**src/verilog/isd_pkg.sv**
```systemverilog
// Constants for the instruction subset decoder: opcodes, register map,
// field positions and reset values.
// Assumes 10-bit instruction words and a classic Wishbone register bus.
package isd_pkg;
  // ----------------------------------------------------------------
  // Widths
  // ----------------------------------------------------------------
  localparam int unsigned ISD_IW = 10; // Instruction word
  localparam int unsigned ISD_PGW = 6; // Page field
  localparam int unsigned ISD_LOW = 7; // Address within page
  localparam int unsigned ISD_PCW = 13; // Whole counter
  localparam int unsigned ISD_DW = 4; // Accumulator and Y
  localparam int unsigned ISD_DRW = 3; // Register D
  localparam int unsigned ISD_SPW = 3; // Stack pointer
  localparam int unsigned ISD_DEPTH = 8; // Nesting levels
  localparam int unsigned ISD_PDW = 8; // Port D latches

  // ----------------------------------------------------------------
  // Opcodes
  // ----------------------------------------------------------------
  localparam logic [4:0] ISD_OP_CALL_DIR_HI = 5'h06; // Top five bits
  localparam logic [9:0] ISD_OP_CALL_IND = 10'h030;
  localparam logic [1:0] ISD_OP_WORD2_HI = 2'h2;
  localparam logic [9:0] ISD_OP_PORT_D_SET = 10'h011;
  localparam logic [9:0] ISD_OP_ACC_INV = 10'h01C;
  localparam logic [9:0] ISD_OP_RC_CLK = 10'h29B;
  localparam logic [9:0] ISD_OP_Y_DEC = 10'h017;
  localparam logic [9:0] ISD_OP_INT_DIS = 10'h004;
  localparam logic [9:0] ISD_OP_INT_EN = 10'h005;
  localparam logic [9:0] ISD_OP_WDT_PERMIT = 10'h29C;
  localparam logic [9:0] ISD_OP_PD_ARM = 10'h05B;
  localparam logic [9:0] ISD_OP_PD_CLOCK = 10'h002;
  localparam logic [9:0] ISD_OP_PD_RAM = 10'h008;
  localparam logic [9:0] ISD_OP_PORT0_RD = 10'h260;
  localparam logic [9:0] ISD_OP_PORT1_RD = 10'h261;
  localparam logic [3:0] ISD_Y_SKIP_VAL = 4'hF; // Skip value after decrement

  // ----------------------------------------------------------------
  // Register map (byte addresses) and fields
  // ----------------------------------------------------------------
  localparam logic [4:0] ISD_REG_CTRL = 5'h00; // RW run and wake
  localparam logic [4:0] ISD_REG_STATUS = 5'h04; // RO flags
  localparam logic [4:0] ISD_REG_CPU = 5'h08; // RW A, Y, D
  localparam logic [4:0] ISD_REG_PC = 5'h0C; // RO counter
  localparam logic [4:0] ISD_REG_STACK = 5'h10; // RO top of stack
  localparam int unsigned ISD_CTRL_RUN = 0;
  localparam int unsigned ISD_CTRL_WAKE = 1; // Write 1 leaves power-down
  localparam int unsigned ISD_ST_GLOBAL_INTERRUPT_ENABLE_FLAG = 0;
  localparam int unsigned ISD_ST_INT_ACT = 1;
  localparam int unsigned ISD_ST_ARM = 2;
  localparam int unsigned ISD_ST_SKIP = 3;
  localparam int unsigned ISD_ST_WDT = 4;
  localparam int unsigned ISD_ST_RC = 5;
  localparam int unsigned ISD_ST_PDC = 6;
  localparam int unsigned ISD_ST_PDR = 7;
  localparam int unsigned ISD_ST_SP_LSB = 8;
  localparam int unsigned ISD_CPU_A_LSB = 0;
  localparam int unsigned ISD_CPU_Y_LSB = 4;
  localparam int unsigned ISD_CPU_D_LSB = 8;

  // ----------------------------------------------------------------
  // Reset values
  // ----------------------------------------------------------------
  localparam logic [2:0] ISD_SP_RST = 3'h7; // First push lands in slot 0
  localparam logic [7:0] ISD_PORT_D_RST = 8'h00;
  localparam logic ISD_RUN_RST = 1'b0;

  typedef enum logic [0:0] {ISD_S_FETCH, ISD_S_WORD2} isd_state_t;
endpackage

```
**src/verilog/isd_ret_stack.sv**
```systemverilog
// Return-address stack: eight flop slots addressed by index.
// Assumes the caller supplies the already incremented pointer on push.
`timescale 1ns/1ps
module isd_ret_stack (
  // Clock and reset
  input wire logic clk_i,
  input wire logic rst_i,
  // Push side
  input wire logic push_i,
  input wire logic [isd_pkg::ISD_SPW-1:0] push_idx_i,
  input wire logic [isd_pkg::ISD_PCW-1:0] push_data_i,
  // Read side
  input wire logic [isd_pkg::ISD_SPW-1:0] rd_idx_i,
  output logic [isd_pkg::ISD_PCW-1:0] rd_data_o
);
  import isd_pkg::*;

  // ----------------------------------------------------------------
  // Storage
  // ----------------------------------------------------------------
  logic [ISD_PCW-1:0] slot_r [ISD_DEPTH]; // One return address each

  // One writer per slot
  for (genvar i = 0; i < ISD_DEPTH; i++) begin : g_slot
    always_ff @(posedge clk_i) begin
      if (rst_i) begin
        slot_r[i] <= '0;
      end else if (push_i && push_idx_i == ISD_SPW'(i)) begin
        slot_r[i] <= push_data_i;
      end
    end
  end

  // Indexed read
  assign rd_data_o = slot_r[rd_idx_i];
endmodule

```
**src/verilog/isd_core.sv**
```systemverilog
// Decode and execute of a subset of a 4-bit CPU instruction set.
// Assumes program memory answers instr_i for pc_page_o/pc_low_o with
// instr_valid_i, and a classic Wishbone master on the register bus.
// Function
// - Direct long call: two words, push, jump.
// - Direct call words 00110 p4-p0, 10 p5 a6-a0.
// - Indirect call pushes; low counter from D and A.
// - Stack holds eight levels; deeper calls overwrite.
// - Clock select picks RC main clock, one cycle.
// - Decrement Y, skip next when result 15.
// - Disable clears enable; effective one cycle later.
// - Enable sets enable; effective one cycle later.
// - Watchdog stop permit set in one cycle.
// - Arming validates a power-down only when it is the very next word.
// - Port zero or one input into accumulator.
// - Unarmed power-down behaves as no operation.
// - Armed: clock mode or RAM back-up mode.
//
// Implementation choices: the Wishbone register port and the register addresses.
`timescale 1ns/1ps
module isd_core (
  // Clock and reset
  input wire logic clk_i,
  input wire logic rst_i,
  // Wishbone slave
  input wire logic cyc_i,
  input wire logic stb_i,
  input wire logic we_i,
  input wire logic [4:0] adr_i,
  input wire logic [3:0] sel_i,
  input wire logic [31:0] dat_i,
  output logic [31:0] dat_o,
  output logic ack_o,
  // Program memory
  output logic [isd_pkg::ISD_PGW-1:0] pc_page_o,
  output logic [isd_pkg::ISD_LOW-1:0] pc_low_o,
  input wire logic [isd_pkg::ISD_IW-1:0] instr_i,
  input wire logic instr_valid_i,
  output logic instr_ready_o,
  // Ports
  input wire logic [isd_pkg::ISD_DW-1:0] port0_i,
  input wire logic [isd_pkg::ISD_DW-1:0] port1_i,
  output logic [isd_pkg::ISD_PDW-1:0] port_d_o,
  // Peripheral controls
  output logic int_enable_o,
  output logic rc_clk_sel_o,
  output logic wdt_stop_permit_o,
  output logic pd_clock_mode_o,
  output logic pd_ram_backup_o
);
  import isd_pkg::*;

  // ----------------------------------------------------------------
  // State
  // ----------------------------------------------------------------
  isd_state_t state_r; // Fetch or second word
  logic [ISD_PGW-1:0] page_r; // Program counter page
  logic [ISD_LOW-1:0] low_r; // Program counter low
  logic [ISD_DW-1:0] acc_r; // Accumulator
  logic [ISD_DW-1:0] col_y_r; // Column pointer
  logic [ISD_DRW-1:0] reg_d_r; // Register D
  logic [ISD_SPW-1:0] sp_r; // Stack pointer
  logic [4:0] word1_r; // Page bits of first call word
  logic ind_r; // Pending call is indirect
  logic skip_r; // Next word is skipped
  logic global_interrupt_enable_flag_r; // Global interrupt enable flag
  logic global_interrupt_enable_flag_dly_r; // Flag as seen by acceptance
  logic arm_r; // Power-down armed
  logic rc_r; // RC main clock chosen
  logic wdt_r; // Watchdog stop permitted
  logic pdc_r; // Clock operating mode
  logic pdr_r; // RAM back-up mode
  logic [ISD_PDW-1:0] port_d_r; // Port D latches
  logic run_r; // Instruction fetch allowed
  logic ack_r; // Bus answer
  logic [31:0] dat_r; // Bus read data

  // ----------------------------------------------------------------
  // Decode
  // ----------------------------------------------------------------
  logic fire; // Word taken this cycle
  logic live; // Word taken in fetch state and not skipped
  logic asleep; // Power-down holds the core
  logic [ISD_PCW-1:0] pc_cur; // Address of current word
  logic [ISD_PCW-1:0] pc_inc; // Next sequential address
  logic [ISD_DW-1:0] y_dec; // Decremented Y
  logic [ISD_PGW-1:0] call_page; // Target page
  logic [ISD_LOW-1:0] call_low; // Target low address
  logic [ISD_SPW-1:0] sp_inc; // Pushed slot index
  logic push; // Stack write
  logic [ISD_PCW-1:0] stack_top; // Slot under pointer
  logic is_w1; // First word cycle
  logic bus_wr; // Write taking effect
  logic wr_cpu; // Write to A, Y, D
  logic wr_ctrl; // Write to control

  assign asleep = pdc_r | pdr_r;
  assign instr_ready_o = run_r & ~asleep;
  assign fire = instr_valid_i & instr_ready_o;
  assign is_w1 = state_r == ISD_S_FETCH;
  assign live = fire & is_w1 & ~skip_r;
  assign pc_cur = {page_r, low_r};
  assign pc_inc = pc_cur + 13'h0001;
  assign y_dec = col_y_r - 4'h1;
  assign sp_inc = sp_r + 3'h1;
  assign bus_wr = cyc_i & stb_i & we_i & ack_r;
  assign wr_cpu = bus_wr & (adr_i == ISD_REG_CPU);
  assign wr_ctrl = bus_wr & (adr_i == ISD_REG_CTRL);

  // Call target from second word
  always_comb begin
    if (ind_r) begin
      call_page = {instr_i[7], instr_i[6], instr_i[3:0]};
      call_low = {reg_d_r, acc_r};
    end else begin
      call_page = {instr_i[7], word1_r};
      call_low = instr_i[6:0];
    end
  end
  assign push = fire & ~is_w1;

  // ----------------------------------------------------------------
  // Return stack
  // ----------------------------------------------------------------
  // eight slots, pointer wraps
  isd_ret_stack u_stack (
    .clk_i(clk_i),
    .rst_i(rst_i),
    .push_i(push),
    .push_idx_i(sp_inc),
    .push_data_i(pc_inc),
    .rd_idx_i(sp_r),
    .rd_data_o(stack_top)
  );

  // ----------------------------------------------------------------
  // Sequencing
  // ----------------------------------------------------------------
  // Two-word tracking
  always_ff @(posedge clk_i) begin
    if (rst_i) begin
      state_r <= ISD_S_FETCH;
      word1_r <= '0;
      ind_r <= 1'b0;
    end else if (live && instr_i[9:5] == ISD_OP_CALL_DIR_HI) begin
      state_r <= ISD_S_WORD2;
      word1_r <= instr_i[4:0];
      ind_r <= 1'b0;
    end else if (live && instr_i == ISD_OP_CALL_IND) begin
      state_r <= ISD_S_WORD2;
      ind_r <= 1'b1;
    end else if (push) begin
      state_r <= ISD_S_FETCH;
    end
  end
  // Program counter
  always_ff @(posedge clk_i) begin
    if (rst_i) begin
      page_r <= '0;
      low_r <= '0;
    end else if (push) begin
      page_r <= call_page;
      low_r <= call_low;
    end else if (fire) begin
      {page_r, low_r} <= pc_inc;
    end
  end
  // Stack pointer
  always_ff @(posedge clk_i) begin
    if (rst_i) begin
      sp_r <= ISD_SP_RST;
    end else if (push) begin
      sp_r <= sp_inc;
    end
  end
  // Skip flag
  always_ff @(posedge clk_i) begin
    if (rst_i) begin
      skip_r <= 1'b0;
    end else if (fire && is_w1 && skip_r) begin
      skip_r <= 1'b0;
    end else if (live && instr_i == ISD_OP_Y_DEC) begin
      skip_r <= (y_dec == ISD_Y_SKIP_VAL);
    end
  end

  // ----------------------------------------------------------------
  // Data registers
  // ----------------------------------------------------------------
  // Accumulator
  always_ff @(posedge clk_i) begin
    if (rst_i) begin
      acc_r <= '0;
    end else if (wr_cpu && sel_i[0]) begin
      acc_r <= dat_i[ISD_CPU_A_LSB +: ISD_DW];
    end else if (live && instr_i == ISD_OP_PORT0_RD) begin
      acc_r <= port0_i;
    end else if (live && instr_i == ISD_OP_PORT1_RD) begin
      acc_r <= port1_i;
    end else if (live && instr_i == ISD_OP_ACC_INV) begin
      acc_r <= ~acc_r;
    end
  end
  // Column pointer
  always_ff @(posedge clk_i) begin
    if (rst_i) begin
      col_y_r <= '0;
    end else if (wr_cpu && sel_i[0]) begin
      col_y_r <= dat_i[ISD_CPU_Y_LSB +: ISD_DW];
    end else if (live && instr_i == ISD_OP_Y_DEC) begin
      col_y_r <= y_dec;
    end
  end
  // Register D, written by software only
  always_ff @(posedge clk_i) begin
    if (rst_i) begin
      reg_d_r <= '0;
    end else if (wr_cpu && sel_i[1]) begin
      reg_d_r <= dat_i[ISD_CPU_D_LSB +: ISD_DRW];
    end
  end
  // Port D latches
  always_ff @(posedge clk_i) begin
    if (rst_i) begin
      port_d_r <= ISD_PORT_D_RST;
    end else if (live && instr_i == ISD_OP_PORT_D_SET) begin
      port_d_r <= '1;
    end
  end

  // ----------------------------------------------------------------
  // Interrupt enable
  // ----------------------------------------------------------------
  // Flag itself
  always_ff @(posedge clk_i) begin
    if (rst_i) begin
      global_interrupt_enable_flag_r <= 1'b0;
    end else if (live && instr_i == ISD_OP_INT_DIS) begin
      global_interrupt_enable_flag_r <= 1'b0;
    end else if (live && instr_i == ISD_OP_INT_EN) begin
      global_interrupt_enable_flag_r <= 1'b1;
    end
  end

  always_ff @(posedge clk_i) begin
    if (rst_i) begin
      global_interrupt_enable_flag_dly_r <= 1'b0;
    end else begin
      global_interrupt_enable_flag_dly_r <= global_interrupt_enable_flag_r;
    end
  end
  assign int_enable_o = global_interrupt_enable_flag_dly_r & is_w1;

  // ----------------------------------------------------------------
  // Clock, watchdog and power-down
  // ----------------------------------------------------------------
  // RC clock choice
  always_ff @(posedge clk_i) begin
    if (rst_i) begin
      rc_r <= 1'b0;
    end else if (live && instr_i == ISD_OP_RC_CLK) begin
      rc_r <= 1'b1;
    end
  end
  // Watchdog stop permission
  always_ff @(posedge clk_i) begin
    if (rst_i) begin
      wdt_r <= 1'b0;
    end else if (live && instr_i == ISD_OP_WDT_PERMIT) begin
      wdt_r <= 1'b1;
    end
  end
  // Arming lasts one taken word
  always_ff @(posedge clk_i) begin
    if (rst_i) begin
      arm_r <= 1'b0;
    end else if (fire) begin
      // only the next word sees it
      arm_r <= live && instr_i == ISD_OP_PD_ARM;
    end
  end

  // Power-down modes; entry wins over a wake write in the same cycle
  always_ff @(posedge clk_i) begin
    if (rst_i) begin
      pdc_r <= 1'b0;
      pdr_r <= 1'b0;
    end else if (live && arm_r && (instr_i == ISD_OP_PD_CLOCK || instr_i == ISD_OP_PD_RAM)) begin
      pdc_r <= instr_i == ISD_OP_PD_CLOCK;
      pdr_r <= instr_i == ISD_OP_PD_RAM;
    end else if (wr_ctrl && sel_i[0] && dat_i[ISD_CTRL_WAKE]) begin
      pdc_r <= 1'b0;
      pdr_r <= 1'b0;
    end
  end

  // ----------------------------------------------------------------
  // Wishbone slave
  // ----------------------------------------------------------------
  // Run control
  always_ff @(posedge clk_i) begin
    if (rst_i) begin
      run_r <= ISD_RUN_RST;
    end else if (wr_ctrl && sel_i[0]) begin
      run_r <= dat_i[ISD_CTRL_RUN];
    end
  end
  // Answer one cycle after the request, drop the next
  always_ff @(posedge clk_i) begin
    if (rst_i) begin
      ack_r <= 1'b0;
    end else begin
      ack_r <= cyc_i & stb_i & ~ack_r;
    end
  end
  // Read data captured with the answer
  always_ff @(posedge clk_i) begin
    if (rst_i) begin
      dat_r <= '0;
    end else if (cyc_i && stb_i && !ack_r) begin
      unique case (adr_i)
        ISD_REG_CTRL: dat_r <= {31'h0, run_r};
        ISD_REG_STATUS: dat_r <= {21'h0, sp_r, pdr_r, pdc_r, rc_r, wdt_r,
                                   skip_r, arm_r, int_enable_o, global_interrupt_enable_flag_r};
        ISD_REG_CPU: dat_r <= {21'h0, reg_d_r, col_y_r, acc_r};
        ISD_REG_PC: dat_r <= {19'h0, pc_cur};
        ISD_REG_STACK: dat_r <= {19'h0, stack_top};
        default: dat_r <= 32'h0000_0000;
      endcase
    end
  end

  assign ack_o = ack_r;
  assign dat_o = dat_r;
  assign pc_page_o = page_r;
  assign pc_low_o = low_r;
  assign port_d_o = port_d_r;
  assign rc_clk_sel_o = rc_r;
  assign wdt_stop_permit_o = wdt_r;
  assign pd_clock_mode_o = pdc_r;
  assign pd_ram_backup_o = pdr_r;
endmodule

```
**config.mk**
```make
export PLATFORM = sky130hd
export DESIGN_NAME = isd_core
export DESIGN_NICKNAME = d
export VERILOG_FILES = /design/src/verilog/isd_pkg.sv /design/src/verilog/isd_ret_stack.sv /design/src/verilog/isd_core.sv
export SDC_FILE = /design/constraint.sdc
export NUM_CORES = 1
export LEC_CHECK = 0
export BUFFER_PORTS_ARGS = -buffer_cell sky130_fd_sc_hd__buf_4
export CAP_MARGIN = 10
export CORE_AREA = 5 5 127 129
export CTS_CLUSTER_DIAMETER = 40
export DETAILED_ROUTE_END_ITERATION = 8
export DIE_AREA = 0 0 132 134
export GPL_TIMING_DRIVEN = 0
export PLACE_DENSITY = 0.76
export SLEW_MARGIN = 30
export SYNTH_ARGS = -nofsm -noshare
export SYNTH_HDL_FRONTEND = slang
export SYNTH_HIERARCHICAL = 1
export SYNTH_SLANG_ARGS = --single-unit
```
**constraint.sdc**
```tcl
create_clock -name clk_i -period 3.1 [get_ports clk_i]
set_input_delay 0.465 -clock clk_i [delete_from_list [all_inputs] [get_ports clk_i]]
set_output_delay 0.465 -clock clk_i [all_outputs]
set_load 0.02 [all_outputs]
```
==> impl_metrics.yaml, run 1 <==
status:
  status: "finished, final reports clean"
drt:
  drc: 0
  totalWireLength_um: 24610
  drt_iter0_markers: 802
  wl_per_cell_um: 23.15
  drt-vias-per-instance: 6.382
  drtPass1Iterations: 7
  antenna_left: 0
  vias: 6784
power:
  power_frac_clock: 0.436
  p_comb_frac: 0.054
  vdd_ir_drop_max_mv: 0.4143
  p_leak_nw: 3.686
  power.density_nw_per_um2: 469.4
  switching_share: 0.2176
  seqPwrFrac: 0.510
  p_sw_mw: 1.013
  power_mw: 4.658
  internal_power_mw: 3.644
clocking:
  cts_buffers: 17
  insertion_delay_ns: 0.43
  post-cts-setup-buffers: 0
  clockBufferDepth: 2
  cts_tree: "built"
  clock-sinks: 162
  htreeDepth: 4
  clk_pin_slew_ns: 0.06
  root_buffer: "clkbuf_16"
run:
  drv_cap: 0
critical_path:
  end_kind: "register"
  regToRegEndpoint: "u_stack/slot_r[0][9]"
  rr_startpoint: "sp_r[0]"
  rr_worst_depth: 6
  arrival_ns: 3.07
  crit_path_max_fanout: 13
  crit_type: "register to register"
  required_ns: 3.18
  rrSetupSlack_ns: 0.12
  worst_setup_path_start_kind: "register"
floorplan:
  coreArea_sq_um: 14920
  dieArea_sq_um: 17690
  ios: 125
  start_util: 0.5645
  num_rows: 45
  die_width_um: 132
  die_height_um: 134
sta:
  clock.fmax_mhz: 335.2
  hold_viol_final: 0
  timing.slew.headroom: 0.4503
  post-route-worst-setup-slack_ns: 0.1168
  slew_violations: 0
  skew_ns: 0.01034
  setup_tns_ns: 0
  finalSetupViolCount: 0
  period_share: 0.9623
  worst_pin_slew_ns: 0.8241
  holdWs_ns: 0.2902
  rsz0062_at_grt: "false"
  min_period_ns: 2.983
synthesis:
  synth_most_common_cell: "nor3_1"
  yosysTopAreaCell: "edfxtp_1"
  syn_area_sq_um: 8423
  synth_edf_count: 104
  synthArstFlopShare: 0
  synth_top_area_share: 0.3708
  yosysWarnings: 6
  synth_common_cells: "nor3_1 (108), edfxtp_1 (104), dfxtp_1 (58)"
  synthFlopType: "edfxtp_1"
  postSynthCellCount: 746
  ys_top_cells_by_area: "edfxtp_1 (37%), dfxtp_1 (14%), mux4_1 (7.5%), nor3_1 (6.4%), mux2i_1 (2.5%)"
  synth-seq-cells: 162
  synth.avg_cell_area_sq_um: 11.29
  synth_seq_area_share: 0.5086
  synth.distinct_cells: 75
final_layout:
  n_antenna_cell: 0
  design.final.nets: 931
  final_cells: 1063
  layout-drive-gt1-share: 0.2297
  fill_cells: 1165
  syn2layout_area_growth_pct: 17.81
global_route:
  overflow: 0
  antenna_found_initial: 0
  grt_pass1_vias: 6602
  grt_pass1_wl_um: 37510
  track_usage: 0.2764
  grt_max_degree: 18
worst_hold_path:
  whs_endpoint: "reg_d_r[0]"
  hp-start: "dat_i[8]"
  min_path_cells: 3
  min_path_type: "input port to register"
placed_design:
  dp.cells: 1032
  place_ws_ns: 0.2399
  portBuffers: 80
  dpl.hpwl_um: 17480
  gp_congestion: 0.9234
## state kept, by name, indices dropped and copies added, names as in the netlist, 3 cells and up
name / cells
u_stack/slot_r: 104
dat_o: 13
pc_low_o: 7
pc_page_o: 6
word1_r: 5
acc_r: 4
col_y_r: 4
reg_d_r: 3
sp_r: 3
## layer usage
metal | up-vias | share of wire | track usage
li1 | 3011 | - | -
met1 | 3210 | 0.36 | 0.3292
met2 | 481 | 0.49 | 0.4638
met3 | 82 | 0.10 | 0.06752
met4 | 0 | 0.047 | 0.1480
met5 | - | 0 | 0
## worst max-delay path: stages (launching register included)
cell,delay [ns]
dfxtp_1,0.49
ha_1,0.25
xor2_1,0.34
or2_2,0.18
clkbuf_1,0.40
buf_1,0.57
o21bai_2,0.40
## repair_timing
| action | 4_1_cts | 5_1_grt |
|---|---|---|
| resized for setup | 0 | 1 |
| endpoints found under the setup margin | 0 | 1 |
| endpoints found under the hold margin | 0 | 0 |
| hold buffers | 0 | 0 |
## final cells by class
cell class,instances,area [sq um],share of cell area
timing repair buffer,80,600.6,0.06052
inverter,24,90.09,0.009078
clock buffer,18,429.2,0.04325
buffer,84,470.5,0.04741
clock inverter,13,136.4,0.01374
multi-input combinational,494,3677,0.3706
tap,188,235.2,0.02370
sequential,162,4284,0.4317
## logic make-up (layout without fill, tap and decap cells)
logic type / after synthesis / after routing / synth area share
compound gates: 102 / 102 / 0.08794
xor+xnor: 17 / 17 / 0.01768
fa+ha+maj: 3 / 3 / 0.004457
buf+inv: 108 / 219 / 0.06640
flops: 162 / 162 / 0.5086
mux: 64 / 64 / 0.1279
other cells: 1 / 19 / 0.0004452
simple gates: 289 / 289 / 0.1866
## cell usage in the layout, fill, tap and decap left out, types with 6 or more instances in the layout
cell type  count
nor3_1       108
buf_4        107
edfxtp_1     104
dfxtp_1       58
nand2_1       49
nor2_1        41
clkbuf_1      35
a21oi_1       24
mux4_1        24
mux2i_1       21
conb_1        19
mux2_2        17
clkbuf_16     17
clkinv_1      15
a21o_1        13
inv_1         11
xor2_1        11
buf_2         11
nand3_1       10
nand2b_1      10
a222oi_1      10
nand4b_1       9
o21bai_2       8
nor2b_1        7
xnor2_1        6
a22oi_1        6
## worst max path at each step
stage                 start                     to  slack, ns  cells past startpoint
detailed placement  sp_r[1]   u_stack/slot_r[0][7]       0.24                      6
floorplan           sp_r[0]   u_stack/slot_r[1][0]       0.60                      6
finish              sp_r[0]   u_stack/slot_r[0][9]       0.12                      6
global placement    sp_r[1]   u_stack/slot_r[7][7]      -0.08                      5
global route        sp_r[0]   u_stack/slot_r[0][9]       0.02                      6
CTS                 sp_r[0]  u_stack/slot_r[5][12]       0.20                      6
## through the flow
| step | utilization | cell area, sq um |
|---|---|---|
| 2_1_floorplan | - | 8491 |
| 3_3_place_gp | 0.6251 | 9326 |
| 3_5_place_dp | 0.6271 | 9356 |
| 4_1_cts | 0.6650 | 9922 |
| 5_1_grt | 0.6651 | 9923 |
| 6_report | 0.6651 | 9923 |
## power groups by stage
stage,Clock (mW),Combinational [mW],Sequential (mW)
2_1_floorplan,0,0.146,2.41
3_5_place_dp,0,0.247,2.42
6_report,2.03,0.253,2.38
5_1_grt,2.13,0.266,2.38
4_1_cts,2.04,0.248,2.38
3_3_place_gp,0,0.241,2.42
No activity file was read; power rests on OpenSTA's default activity.
==> run 2, diff against run 1 <==
SETUP_SLACK_MARGIN = 0.15   (was unset)
==> impl_metrics.yaml, run 2 (same netlist as run 1, synthesis figures left out) <==
drt:
  antenna_left: 0
  drt-vias-per-instance: 6.389
  wl_per_cell_um: 23.17
  drtPass1Iterations: 6
  drc: 0
  totalWireLength_um: 24630
  vias: 6792
  drt_iter0_markers: 882
sta:
  skew_ns: 0.01222
  min_period_ns: 2.929
  rsz0062_at_grt: "true"
  worst_pin_slew_ns: 0.8060
  timing.slew.headroom: 0.4623
  clock.fmax_mhz: 341.4
  hold_viol_final: 0
  setup_tns_ns: 0
  finalSetupViolCount: 0
  period_share: 0.9450
  slew_violations: 0
floorplan:
  die_width_um: 132
  ios: 125
  die_height_um: 134
  coreArea_sq_um: 14920
  start_util: 0.5645
  num_rows: 45
  dieArea_sq_um: 17690
worst_hold_path:
  hp-start: "dat_i[10]"
  min_path_type: "input port to register"
clocking:
  clk_pin_slew_ns: 0.06
  post-cts-setup-buffers: 0
  htreeDepth: 4
  cts_tree: "built"
  insertion_delay_ns: 0.43
  clock-sinks: 162
  cts_buffers: 17
  root_buffer: "clkbuf_16"
  clockBufferDepth: 2
critical_path:
  required_ns: 3.15
  crit_start: "sp_r[0]"
  crit_path_max_fanout: 13
  crit_type: "register to register"
  rr_startpoint: "sp_r[0]"
  arrival_ns: 2.98
  end_kind: "register"
  worst_setup_path_start_kind: "register"
final_layout:
  multi_input_area_sq_um: 3700
  sequential_cell_area_sq_um: 4284
  fill_cells: 1161
  design.final.nets: 931
  final_cells: 1063
  syn2layout_area_growth_pct: 18.09
  largest_reg_flops: 104
  final_cell_mix: "nor3_1 (108), buf_4 (107), edfxtp_1 (104), dfxtp_1 (58), nand2_1 (49)"
  mostFrequentLayoutCell: "nor3_1"
  layout-drive-gt1-share: 0.2309
  n_antenna_cell: 0
  top_register: "u_stack/slot_r"
run:
  drv_cap: 0
power:
  power_mw: 4.655
  power.density_nw_per_um2: 468.0
  p_leak_nw: 3.692
  vdd_ir_drop_max_mv: 0.4149
global_route:
  track_usage: 0.2764
  grt_max_degree: 18
  grt_pass1_vias: 6602
  overflow: 0
  antenna_found_initial: 0
  grt_pass1_wl_um: 37510
placed_design:
  dp.cells: 1032
  portBuffers: 80
  dpl.hpwl_um: 17480
  gp_congestion: 0.9234
status:
  status: "finished, final reports clean"
## run 2: power breakdown
part	switching, mW	internal, mW	leakage (nW)	total, mW
clock	0.844	1.18	0.272	2.03
sequential	0.0209	2.35	1.47	2.38
combinational	0.144	0.111	1.95	0.255
## run 2: area by class of cell
type / instances / area share
clock inverter: 13 / 0.01371
sequential: 162 / 0.4307
inverter: 24 / 0.009057
timing repair buffer: 80 / 0.06038
multi-input combinational: 494 / 0.3719
tap: 188 / 0.02365
buffer: 84 / 0.04742
clock buffer: 18 / 0.04314
## run 2: worst paths after layout
| check | endpoint | slack [ns] | cells past startpoint |
|---|---|---|---|
| max | u_stack/slot_r[5][10] | 0.17 | 6 |
| min | reg_d_r[2] | 0.30 | 3 |
| min reg2reg | dat_o[7] | 0.45 | 2 |
| max reg2reg | u_stack/slot_r[5][10] | 0.17 | 6 |
## run 2: critical path, stage by stage, from the launching register on
cell      delay, ns
dfxtp_1        0.49
ha_1           0.25
xor2_1         0.33
nand2b_1       0.12
clkbuf_1       0.26
buf_1          0.36
o21bai_2       0.74
## run 2: routing by layer
layer / wire [um] / vias up / global-route usage
met5: 0 / - / 0
met4: 1266 / 0 / 0.1480
met3: 2618 / 87 / 0.06752
met2: 11870 / 473 / 0.4638
met1: 8871 / 3205 / 0.3292
li1: - / 3027 / -
## run 2: through the flow
| step | hold slack, ns | utilization | cell area [sq um] | worst slack (ns) |
|---|---|---|---|---|
| 2_1_floorplan | 0.4398 | - | 8491 | 0.6046 |
| 3_3_place_gp | 0.4475 | 0.6251 | 9326 | -0.08093 |
| 3_5_place_dp | 0.4477 | 0.6271 | 9356 | 0.2399 |
| 4_1_cts | 0.2809 | 0.6650 | 9922 | 0.2031 |
| 5_1_grt | 0.3129 | 0.6667 | 9947 | 0.02250 |
| 6_report | 0.2957 | 0.6667 | 9947 | 0.1706 |
## run 2: repair_timing
action / CTS / global route
gates resized for setup: 0 / 5
endpoints found under the setup margin: 0 / 104
hold buffers: 0 / 0
